===== config.mk =====
export PLATFORM = sky130hd
export DESIGN_NAME = cgm_gate_mode_logic
export DESIGN_NICKNAME = d
export VERILOG_FILES = /design/src/cgm_pkg.sv /design/src/cgm_gate_mode_logic.sv /design/src/cgm_gate_edge.sv /design/src/cgm_tc_stop.sv
export VERILOG_INCLUDE_DIRS = /design/src
export SDC_FILE = /design/constraint.sdc
export NUM_CORES = 1
export LEC_CHECK = 0
export BUFFER_PORTS_ARGS = -buffer_cell sky130_fd_sc_hd__buf_2
export CELL_PAD_IN_SITES_DETAIL_PLACEMENT = 0
export CELL_PAD_IN_SITES_GLOBAL_PLACEMENT = 2
export CORE_MARGIN = 3
export CORE_UTILIZATION = 22
export CTS_CLUSTER_SIZE = 14
export DETAILED_ROUTE_END_ITERATION = 6
export PLACE_DENSITY = 0.72
export SYNTH_ARGS = -nofsm -noshare
export SYNTH_HDL_FRONTEND = slang
export SYNTH_SLANG_ARGS = --single-unit

===== constraint.sdc =====
create_clock -name pclk -period 1.6 [get_ports pclk]
set_input_delay 0.4 -clock pclk [delete_from_list [all_inputs] [get_ports pclk]]
set_output_delay 0.4 -clock pclk [all_outputs]
set_load 0.05 [all_outputs]

===== src/cgm_map.svh =====
`ifndef CGM_MAP_SVH
`define CGM_MAP_SVH

// Register byte offsets on the APB bus.
`define CGM_MODE_OFFSET     12'h0B0
`define CGM_ALT_GATE_OFFSET 12'h0B4
`define CGM_STATUS_OFFSET   12'h0B8
`define CGM_CONTROL_OFFSET  12'h0BC

// Counter mode control word fields.
`define CGM_MODE_INV_BIT    13
`define CGM_MODE_STOP_HI    6
`define CGM_MODE_STOP_LO    5
`define CGM_MODE_ETB_HI     4
`define CGM_MODE_ETB_LO     3
`define CGM_MODE_DUAL_BIT   2
`define CGM_MODE_INTERP_HI  1
`define CGM_MODE_INTERP_LO  0

// Second gate control word fields.
`define CGM_ALT_INV_BIT     13
`define CGM_ALT_SRC_HI      11
`define CGM_ALT_SRC_LO      7
`define CGM_ALT_MODE_BIT    0

// Control register command bits.
`define CGM_CTRL_ARM_BIT    0
`define CGM_CTRL_DISARM_BIT 1

// Status register bits.
`define CGM_STAT_COUNT_BIT  0
`define CGM_STAT_ARMED_BIT  1
`define CGM_STAT_LEVEL_BIT  2
`define CGM_STAT_TC_BIT     3

// Reset values.
`define CGM_MODE_RESET      16'h0000
`define CGM_ALT_RESET       7'h00
`define CGM_RDATA_RESET     32'h00000000

`endif


===== src/cgm_pkg.sv =====
package cgm_pkg;

  typedef enum logic [1:0] {
    CGM_GATE_OFF   = 2'b00,
    CGM_GATE_LEVEL = 2'b01,
    CGM_GATE_RISE  = 2'b10,
    CGM_GATE_FALL  = 2'b11
  } cgm_interp_t;

  typedef enum logic [1:0] {
    CGM_ETB_START_STOP = 2'b00,
    CGM_ETB_STOP_START = 2'b01,
    CGM_ETB_START_ONLY = 2'b10,
    CGM_ETB_NONE       = 2'b11
  } cgm_etb_t;

  typedef enum logic [1:0] {
    CGM_STOP_GATE = 2'b00,
    CGM_STOP_TC1  = 2'b01,
    CGM_STOP_TC2  = 2'b10,
    CGM_STOP_RSVD = 2'b11
  } cgm_stop_t;

  typedef enum logic [1:0] {
    CGM_ST_DISARMED = 2'b00,
    CGM_ST_WAIT     = 2'b01,
    CGM_ST_COUNT    = 2'b10
  } cgm_state_t;

  typedef struct packed {
    logic        gate_invert;
    cgm_stop_t   hw_stop_select;
    cgm_etb_t    edge_trigger_behaviour;
    logic        dual_edge_gating;
    cgm_interp_t gate_interpretation;
  } cgm_mode_t;

  typedef struct packed {
    logic       alt_gate_invert;
    logic [4:0] alt_gate_source;
    logic       second_gate_mode;
  } cgm_alt_gate_t;

  typedef struct packed {
    logic level;
    logic rise;
    logic fall;
  } cgm_edges_t;

endpackage


===== src/cgm_gate_mode_logic.sv =====
// Overview of operation
// RULE1 - Bits 4 and 3 of the mode word select how gate edges act while gating is enabled.
// RULE2 - Behaviour 0 starts counting on one qualifying edge and halts on the next.
// RULE3 - Behaviour 1 halts counting on the first qualifying edge and resumes on the second.
// RULE4 - Behaviour 2 lets every qualifying edge only start counting; terminal count stops it.
// RULE5 - Behaviour 3 makes gate edges neither start nor stop counting.
// RULE6 - Software picks behaviours 0 or 1 only with the stop selection at 0.
// RULE7 - Software uses behaviours 0 to 2 only with edge or level gating.
// RULE8 - Bit 2 with rising-edge gating makes both gate transitions qualify.
// RULE9 - Bits 1 and 0 decode to off, level, rising-edge and falling-edge gating.
// RULE10 - Gate inversion is applied before edge detection and so swaps the active edge.
// RULE11 - With gating off the gate never qualifies counting and only offers a direction level.
// RULE12 - The stop selection picks gate only, gate or first count, gate or second count.
// RULE13 - Edges come from comparing the registered adjusted gate level with its last sample.
//
// Design decision made here: the APB register port.
module cgm_gate_mode_logic (
  input  wire logic                   pclk,
  input  wire logic                   presetn,
  input  wire logic [11:0]            paddr,
  input  wire logic                   psel,
  input  wire logic                   penable,
  input  wire logic                   pwrite,
  input  wire logic [31:0]            pwdata,
  output logic                        pready,
  output logic [31:0]                 prdata,
  output logic                        pslverr,
  input  wire logic                   gate_in,
  input  wire logic                   terminal_count,
  output logic                        count_enable,
  output logic                        gate_edge,
  output logic                        direction_gate,
  output cgm_pkg::cgm_alt_gate_t      alt_gate_cfg
);

  `include "cgm_map.svh"

  logic [15:0]            mode_reg;
  logic [15:0]            mode_next;
  cgm_pkg::cgm_alt_gate_t alt_reg;
  cgm_pkg::cgm_alt_gate_t alt_next;
  logic [31:0]            rdata_reg;
  logic [31:0]            rdata_next;
  cgm_pkg::cgm_state_t    state_reg;
  cgm_pkg::cgm_state_t    state_next;
  logic                   count_reg;
  logic                   count_next;
  logic                   qual_reg;
  logic                   qual_next;
  cgm_pkg::cgm_mode_t     mode;
  cgm_pkg::cgm_edges_t    edges;
  logic                   access;
  logic                   wr_access;
  logic                   mapped;
  logic                   arm_cmd;
  logic                   disarm_cmd;
  logic                   qual;
  logic                   tc_stop;
  logic                   tc_pending;
  logic                   restart;

  // Splits a raw mode word into its fields.
  function automatic cgm_pkg::cgm_mode_t decode_mode(input logic [15:0] w);
    cgm_pkg::cgm_mode_t m;
    m.gate_invert            = w[`CGM_MODE_INV_BIT];
    m.hw_stop_select         = cgm_pkg::cgm_stop_t'(w[`CGM_MODE_STOP_HI:`CGM_MODE_STOP_LO]);
    m.edge_trigger_behaviour = cgm_pkg::cgm_etb_t'(w[`CGM_MODE_ETB_HI:`CGM_MODE_ETB_LO]); // [RULE1]
    m.dual_edge_gating       = w[`CGM_MODE_DUAL_BIT];
    m.gate_interpretation    =
      cgm_pkg::cgm_interp_t'(w[`CGM_MODE_INTERP_HI:`CGM_MODE_INTERP_LO]); // [RULE9]
    return m;
  endfunction

  // True when the address hits one of the block's registers.
  function automatic logic addr_hit(input logic [11:0] a);
    logic hit;
    hit = 1'b0;
    if (a == `CGM_MODE_OFFSET) begin
      hit = 1'b1;
    end else if (a == `CGM_ALT_GATE_OFFSET) begin
      hit = 1'b1;
    end else if (a == `CGM_STATUS_OFFSET) begin
      hit = 1'b1;
    end else if (a == `CGM_CONTROL_OFFSET) begin
      hit = 1'b1;
    end
    return hit;
  endfunction

  // Picks the gate edges that qualify under the current interpretation.
  function automatic logic qual_edge(input cgm_pkg::cgm_mode_t m,
                                     input cgm_pkg::cgm_edges_t e);
    logic q;
    q = 1'b0;
    case (m.gate_interpretation)
      cgm_pkg::CGM_GATE_RISE: begin
        q = e.rise | (m.dual_edge_gating & e.fall);    // [RULE8]
      end
      cgm_pkg::CGM_GATE_FALL: begin
        q = e.fall;                                     // [RULE9]
      end
      default: begin
        q = 1'b0;                                       // [RULE11]
      end
    endcase
    return q;
  endfunction

  assign mode = decode_mode(mode_reg);

  cgm_gate_edge u_gate_edge (
    .pclk        (pclk),
    .presetn     (presetn),
    .gate_in     (gate_in),
    .gate_invert (mode.gate_invert),
    .edges       (edges)
  );

  cgm_tc_stop u_tc_stop (
    .pclk           (pclk),
    .presetn        (presetn),
    .hw_stop_select (mode.hw_stop_select),
    .counting       (count_reg),
    .terminal_count (terminal_count),
    .restart        (restart),
    .tc_stop        (tc_stop),
    .tc_pending     (tc_pending)
  );

  // Bus decode: zero wait states, unmapped addresses answer with an error.
  always_comb begin
    access     = psel & penable;
    mapped     = addr_hit(paddr);
    wr_access  = access & pwrite & mapped;
    arm_cmd    = 1'b0;
    disarm_cmd = 1'b0;
    if (wr_access && paddr == `CGM_CONTROL_OFFSET) begin
      arm_cmd    = pwdata[`CGM_CTRL_ARM_BIT];
      disarm_cmd = pwdata[`CGM_CTRL_DISARM_BIT];
    end
  end

  assign pready  = 1'b1;
  assign pslverr = access & ~mapped;

  // Register writes; the mode and second gate words are write-only.
  always_comb begin
    mode_next  = mode_reg;
    alt_next   = alt_reg;
    rdata_next = rdata_reg;
    if (wr_access && paddr == `CGM_MODE_OFFSET) begin
      mode_next = pwdata[15:0];
    end else if (wr_access && paddr == `CGM_ALT_GATE_OFFSET) begin
      alt_next.alt_gate_invert  = pwdata[`CGM_ALT_INV_BIT];
      alt_next.alt_gate_source  = pwdata[`CGM_ALT_SRC_HI:`CGM_ALT_SRC_LO];
      alt_next.second_gate_mode = pwdata[`CGM_ALT_MODE_BIT];
    end
    if (psel && !penable && !pwrite) begin
      rdata_next = `CGM_RDATA_RESET;
      if (paddr == `CGM_STATUS_OFFSET) begin
        rdata_next[`CGM_STAT_COUNT_BIT] = count_reg;
        rdata_next[`CGM_STAT_ARMED_BIT] = (state_reg != cgm_pkg::CGM_ST_DISARMED);
        rdata_next[`CGM_STAT_LEVEL_BIT] = edges.level;
        rdata_next[`CGM_STAT_TC_BIT]    = tc_pending;
      end
    end
  end

  always_ff @(posedge pclk or negedge presetn) begin
    if (!presetn) begin
      mode_reg  <= `CGM_MODE_RESET;
      alt_reg   <= `CGM_ALT_RESET;
      rdata_reg <= `CGM_RDATA_RESET;
    end else begin
      mode_reg  <= mode_next;
      alt_reg   <= alt_next;
      rdata_reg <= rdata_next;
    end
  end

  assign prdata       = rdata_reg;
  assign alt_gate_cfg = alt_reg;

  // Run state: disarmed, armed and waiting for a start, or counting.
  always_comb begin
    qual       = qual_edge(mode, edges);
    state_next = state_reg;
    restart    = 1'b0;
    case (state_reg)
      cgm_pkg::CGM_ST_DISARMED: begin
        if (arm_cmd) begin
          restart = 1'b1;
          if (mode.gate_interpretation == cgm_pkg::CGM_GATE_OFF ||
              mode.gate_interpretation == cgm_pkg::CGM_GATE_LEVEL) begin
            state_next = cgm_pkg::CGM_ST_COUNT;                  // [RULE11]
          end else if (mode.edge_trigger_behaviour == cgm_pkg::CGM_ETB_STOP_START ||
                       mode.edge_trigger_behaviour == cgm_pkg::CGM_ETB_NONE) begin
            state_next = cgm_pkg::CGM_ST_COUNT;                  // [RULE3] [RULE5]
          end else begin
            state_next = cgm_pkg::CGM_ST_WAIT;                   // [RULE2] [RULE4]
          end
        end
      end
      cgm_pkg::CGM_ST_WAIT: begin
        if (qual && mode.edge_trigger_behaviour != cgm_pkg::CGM_ETB_NONE) begin
          state_next = cgm_pkg::CGM_ST_COUNT;                    // [RULE2] [RULE3] [RULE4]
          restart    = 1'b1;
        end
      end
      cgm_pkg::CGM_ST_COUNT: begin
        if (tc_stop) begin
          state_next = cgm_pkg::CGM_ST_WAIT;                     // [RULE12] [RULE4]
        end else if (qual &&
                     (mode.edge_trigger_behaviour == cgm_pkg::CGM_ETB_START_STOP ||
                      mode.edge_trigger_behaviour == cgm_pkg::CGM_ETB_STOP_START)) begin
          state_next = cgm_pkg::CGM_ST_WAIT;                     // [RULE2] [RULE3]
        end
      end
      default: begin
        state_next = cgm_pkg::CGM_ST_DISARMED;
      end
    endcase
    if (disarm_cmd) begin
      state_next = cgm_pkg::CGM_ST_DISARMED;
    end
  end

  // Level gating qualifies counting by the adjusted level; behaviour 3 ignores it.
  always_comb begin
    count_next = (state_next == cgm_pkg::CGM_ST_COUNT);
    if (mode.gate_interpretation == cgm_pkg::CGM_GATE_LEVEL &&
        mode.edge_trigger_behaviour != cgm_pkg::CGM_ETB_NONE) begin
      count_next = count_next & edges.level;                     // [RULE9]
    end
    qual_next = qual;
  end

  always_ff @(posedge pclk or negedge presetn) begin
    if (!presetn) begin
      state_reg <= cgm_pkg::CGM_ST_DISARMED;
      count_reg <= 1'b0;
      qual_reg  <= 1'b0;
    end else begin
      state_reg <= state_next;
      count_reg <= count_next;
      qual_reg  <= qual_next;
    end
  end

  assign count_enable   = count_reg;
  assign gate_edge      = qual_reg;
  assign direction_gate = edges.level;                           // [RULE11]

endmodule


===== src/cgm_gate_edge.sv =====
// Samples the gate after polarity adjustment and reports its edges.
module cgm_gate_edge (
  input  wire logic               pclk,
  input  wire logic               presetn,
  input  wire logic               gate_in,
  input  wire logic               gate_invert,
  output cgm_pkg::cgm_edges_t     edges
);

  logic               level_reg;
  logic               level_next;
  logic               prev_reg;
  logic               prev_next;
  cgm_pkg::cgm_edges_t edges_reg;
  cgm_pkg::cgm_edges_t edges_next;

  always_comb begin
    level_next       = gate_in ^ gate_invert;     // [RULE10]
    prev_next        = level_reg;
    edges_next.level = level_reg;
    edges_next.rise  = level_reg & ~prev_reg;     // [RULE13]
    edges_next.fall  = ~level_reg & prev_reg;     // [RULE13]
  end

  always_ff @(posedge pclk or negedge presetn) begin
    if (!presetn) begin
      level_reg <= 1'b0;
      prev_reg  <= 1'b0;
      edges_reg <= '0;
    end else begin
      level_reg <= level_next;
      prev_reg  <= prev_next;
      edges_reg <= edges_next;
    end
  end

  assign edges = edges_reg;

endmodule


===== src/cgm_tc_stop.sv =====
// Decides when terminal count halts counting, per the stop selection.
module cgm_tc_stop (
  input  wire logic               pclk,
  input  wire logic               presetn,
  input  wire cgm_pkg::cgm_stop_t hw_stop_select,
  input  wire logic               counting,
  input  wire logic               terminal_count,
  input  wire logic               restart,
  output logic                    tc_stop,
  output logic                    tc_pending
);

  logic seen_reg;
  logic seen_next;
  logic tc_hit;

  always_comb begin
    tc_hit    = counting & terminal_count;
    tc_stop   = 1'b0;
    seen_next = seen_reg;
    case (hw_stop_select)
      cgm_pkg::CGM_STOP_TC1: begin
        tc_stop = tc_hit;                                    // [RULE12]
      end
      cgm_pkg::CGM_STOP_TC2: begin
        tc_stop = tc_hit & seen_reg;                         // [RULE12]
        if (tc_hit) begin
          seen_next = ~seen_reg;
        end
      end
      default: begin
        tc_stop = 1'b0;                                      // [RULE12]
      end
    endcase
    if (restart) begin
      seen_next = 1'b0;
    end
  end

  always_ff @(posedge pclk or negedge presetn) begin
    if (!presetn) begin
      seen_reg <= 1'b0;
    end else begin
      seen_reg <= seen_next;
    end
  end

  assign tc_pending = seen_reg;

endmodule


==> impl_metrics.env <==
export IMPL_row_count=30
export IMPL_ys_seq_area_frac=0.436
export IMPL_nets=264
export IMPL_p_leak_nw=1.09
export IMPL_ant_nets=0
export IMPL_cpPeakStageDelay_ns=0.37
export IMPL_vias_per_cell=3.72
export IMPL_timing_slew_headroom=0.569
export IMPL_startpoint_type="register"
export IMPL_worst_pin_slew_ns=0.646
export IMPL_p_int_mw=1.00
export IMPL_dp_cells=299
export IMPL_cts_tree="built"
export IMPL_grt_max_degree=29
export IMPL_slew_violations=0
export IMPL_fin_crit_ns=1.65
export IMPL_fin_skew_ns=0.00950
export IMPL_antenna_found_initial=0
export IMPL_dieWidth_um=91.5
export IMPL_worstPathCellList="inv_2, ha_2, a21oi_2, nor4_2, or3_1, a211oi_2, nor4b_4"
export IMPL_required_ns=1.79
export IMPL_start_util=0.232
export IMPL_power_density_nw_per_um2=702
export IMPL_routedWlPerCell_um=10.7
export IMPL_cp_arrival_ns=1.83
export IMPL_status="finished, violations left"
export IMPL_seqPwrFrac=0.503
export IMPL_path_class="reg2reg"
export IMPL_clk_pin_slew_ns=0.09
export IMPL_hold_class="in2async"
export IMPL_netlist_area_um2=1610
export IMPL_firstDrtPassIters=4
export IMPL_clock_fmax_ghz=0.607
export IMPL_ios=95
export IMPL_core_um2=6940
export IMPL_overflow=0
export IMPL_rsz0062_at_grt="yes"
export IMPL_swShare=0.316
export IMPL_cts_root_buf="clkbuf_8"
export IMPL_portBuffers=46
export IMPL_cp_end_kind="register"
export IMPL_drt_iter0_drc=29
export IMPL_max_cap_violations=0
export IMPL_grt_pass1_wl_mm=5.29
export IMPL_hold_ws_ns=0.147
export IMPL_die_h_um=91.5
export IMPL_ys_types=35
export IMPL_cts_buffer_depth=2
export IMPL_critPathMaxFanout=2
export IMPL_failed_checks="setup timing"
export IMPL_diodes=0
export IMPL_yosysWarnings=0
export IMPL_fin_area_um2=2080
export IMPL_synth_largest_area_cell="dfrtp_1"
export IMPL_cts_made_buffers=3
export IMPL_hold_viol_final=0
export IMPL_layoutNonFillerInstCount=305
export IMPL_clock_latency_ns=0.27
export IMPL_syn_to_final_growth_pct=29.6
export IMPL_layout_drive_gt1_share=0.459
export IMPL_crit_slowest_cell="dfrtp_1"
export IMPL_grt_pass1_vias=1136
export IMPL_combPwrFrac=0.243
export IMPL_vias=1134
export IMPL_net_switching_power_mw=0.463
export IMPL_vdd_drop_max_mv=0.315
export IMPL_placement_cell_area_um2=1960
export IMPL_gp_congestion=0.749
export IMPL_die_area_um2=8370
export IMPL_wirelength_mm=3.27
export IMPL_synth_top_area_share=0.436
export IMPL_setup_viol=3
export IMPL_num_fill_cells=745
export IMPL_final_period_utilization=1.03
export IMPL_route_detailed_drc=0
export IMPL_synthTopCellsByArea="dfrtp_1, buf_4, mux2_4"
export IMPL_synthCells=145
export IMPL_cts_htree_levels=1
export IMPL_avgSynthCellArea_um2=11.1
export IMPL_clkPwrFrac=0.254
export IMPL_synth_seq_cells=28
export IMPL_finalSetupTns_ns=-0.109
export IMPL_numClockSinks=28
export IMPL_grt_total_usage=0.0778
export IMPL_hpwl_mm=2.63
export IMPL_fin_ws_ns=-0.0482
export IMPL_largest_register_ffs=8
-- worst max-delay path: cells and delay by family (launching register included) --
kind | cells | cell delay [ns]
buffers and inverters | 1 | 0.04
AND/OR/NAND/NOR | 3 | 0.60
AO/OA/AOI/OAI | 2 | 0.36
flip-flops | 1 | 0.37
adder cells (fa/ha/maj) | 1 | 0.18
-- power by group through the flow --
stage                     logic [mW]  registers [mW]  clock network, mW
after floorplan                0.289           0.752                  0
after global placement         0.343           0.749                  0
after detailed placement       0.346           0.750                  0
after CTS                      0.351           0.736              0.400
after global routing           0.384           0.740              0.422
final                          0.355           0.736              0.372
-- per-stage QoR --
step,util,power [mW],worst slack (ns)
floorplan,-,1.04,-0.159
global placement,0.282,1.09,-0.364
detailed placement,0.282,1.10,-0.385
CTS,0.295,1.49,-0.0683
global route,0.300,1.55,-0.163
finish,0.300,1.46,-0.0482
-- layer usage --
metal,track usage,share of wire
met2,0.136,0.50
met4,0.0113,0
met1,0.0929,0.42
met3,0.0282,0.081
met5,0,0
-- layout by cell type (no fill, tap or decap), drive strengths merged, types with 3 or more instances in the layout --
cell type,instances
nand2b,3
nand2,15
nor4,3
nor3,6
conb,29
dfrtp,28
nor2b,4
o21ai,7
a21oi,4
nor2,6
inv,4
buf,64
clkbuf,3
mux2,12
-- logic make-up (layout without fill, tap and decap cells) --
family,after synthesis,in the layout,synth area share
other,2,29,0.00467
adder cells (fa/ha/maj),2,2,0.0156
flip-flops,28,28,0.436
AND/OR/NAND/NOR,49,49,0.212
multiplexers,12,12,0.110
AO/OA/AOI/OAI,16,16,0.0591
buffers and inverters,34,71,0.152
XOR/XNOR,2,2,0.0109
-- layout make-up --
cell class,count,area (um^2),share of cell area
multi-input combinational,110,798,0.383
sequential,28,701,0.336
timing repair buffer,64,408,0.196
tap,96,120,0.0577
clock buffer,3,41.3,0.0198
inverter,4,15.0,0.00721
-- Yosys cell counts --
master    count
buf_4        29
a22o_1        2
nand2_1      14
inv_1         4
xor2_1        2
mux2_4       11
o21ai_1       1
mux2_2        1
nor4b_2       1
ha_1          2
and4bb_2      1
nand2_4       1
o21ai_0       6
nand4b_4      1
dfrtp_1      28
nor3b_2       1
or2_2         2
nor4_4        2
nor4_1        1
nor3b_1       1
nor3_2        1
conb_1        2
nor2_1        6
nor3_4        1
a21oi_1       4
buf_6         1
nor4b_1       1
nand3_1       2
nor3_1        4
o21a_1        1
a211oi_1      2
and3_2        1
nor2b_1       4
nand2b_1      3
or3_1         1
-- what timing repair did --
item,CTS,global route
gates resized for setup,10,5
hold buffers,0,0
buffers inserted,1,2
setup endpoints to repair,8,14
pin swaps,6,3
cloned,0,0
-- final timing paths --
path	start	slack, ns	endpoint	depth (start not counted)
max in group asynchronous	presetn	1.03	mode_reg[2]$_DFFE_PN0P_	1
setup / recovery	mode_reg[5]$_DFFE_PN0P_	-0.05	count_enable$_DFF_PN0_	7
hold / removal	presetn	0.15	prdata[2]$_DFFE_PN0P_	1
setup reg to reg	mode_reg[5]$_DFFE_PN0P_	-0.05	count_enable$_DFF_PN0_	7
hold reg to reg	u_gate_edge.level_reg$_DFF_PN0_	0.40	u_gate_edge.prev_reg$_DFF_PN0_	0
min in group pclk	gate_in	0.31	u_gate_edge.level_reg$_DFF_PN0_	2
Note: power is estimated with default switching activity, not from simulation.
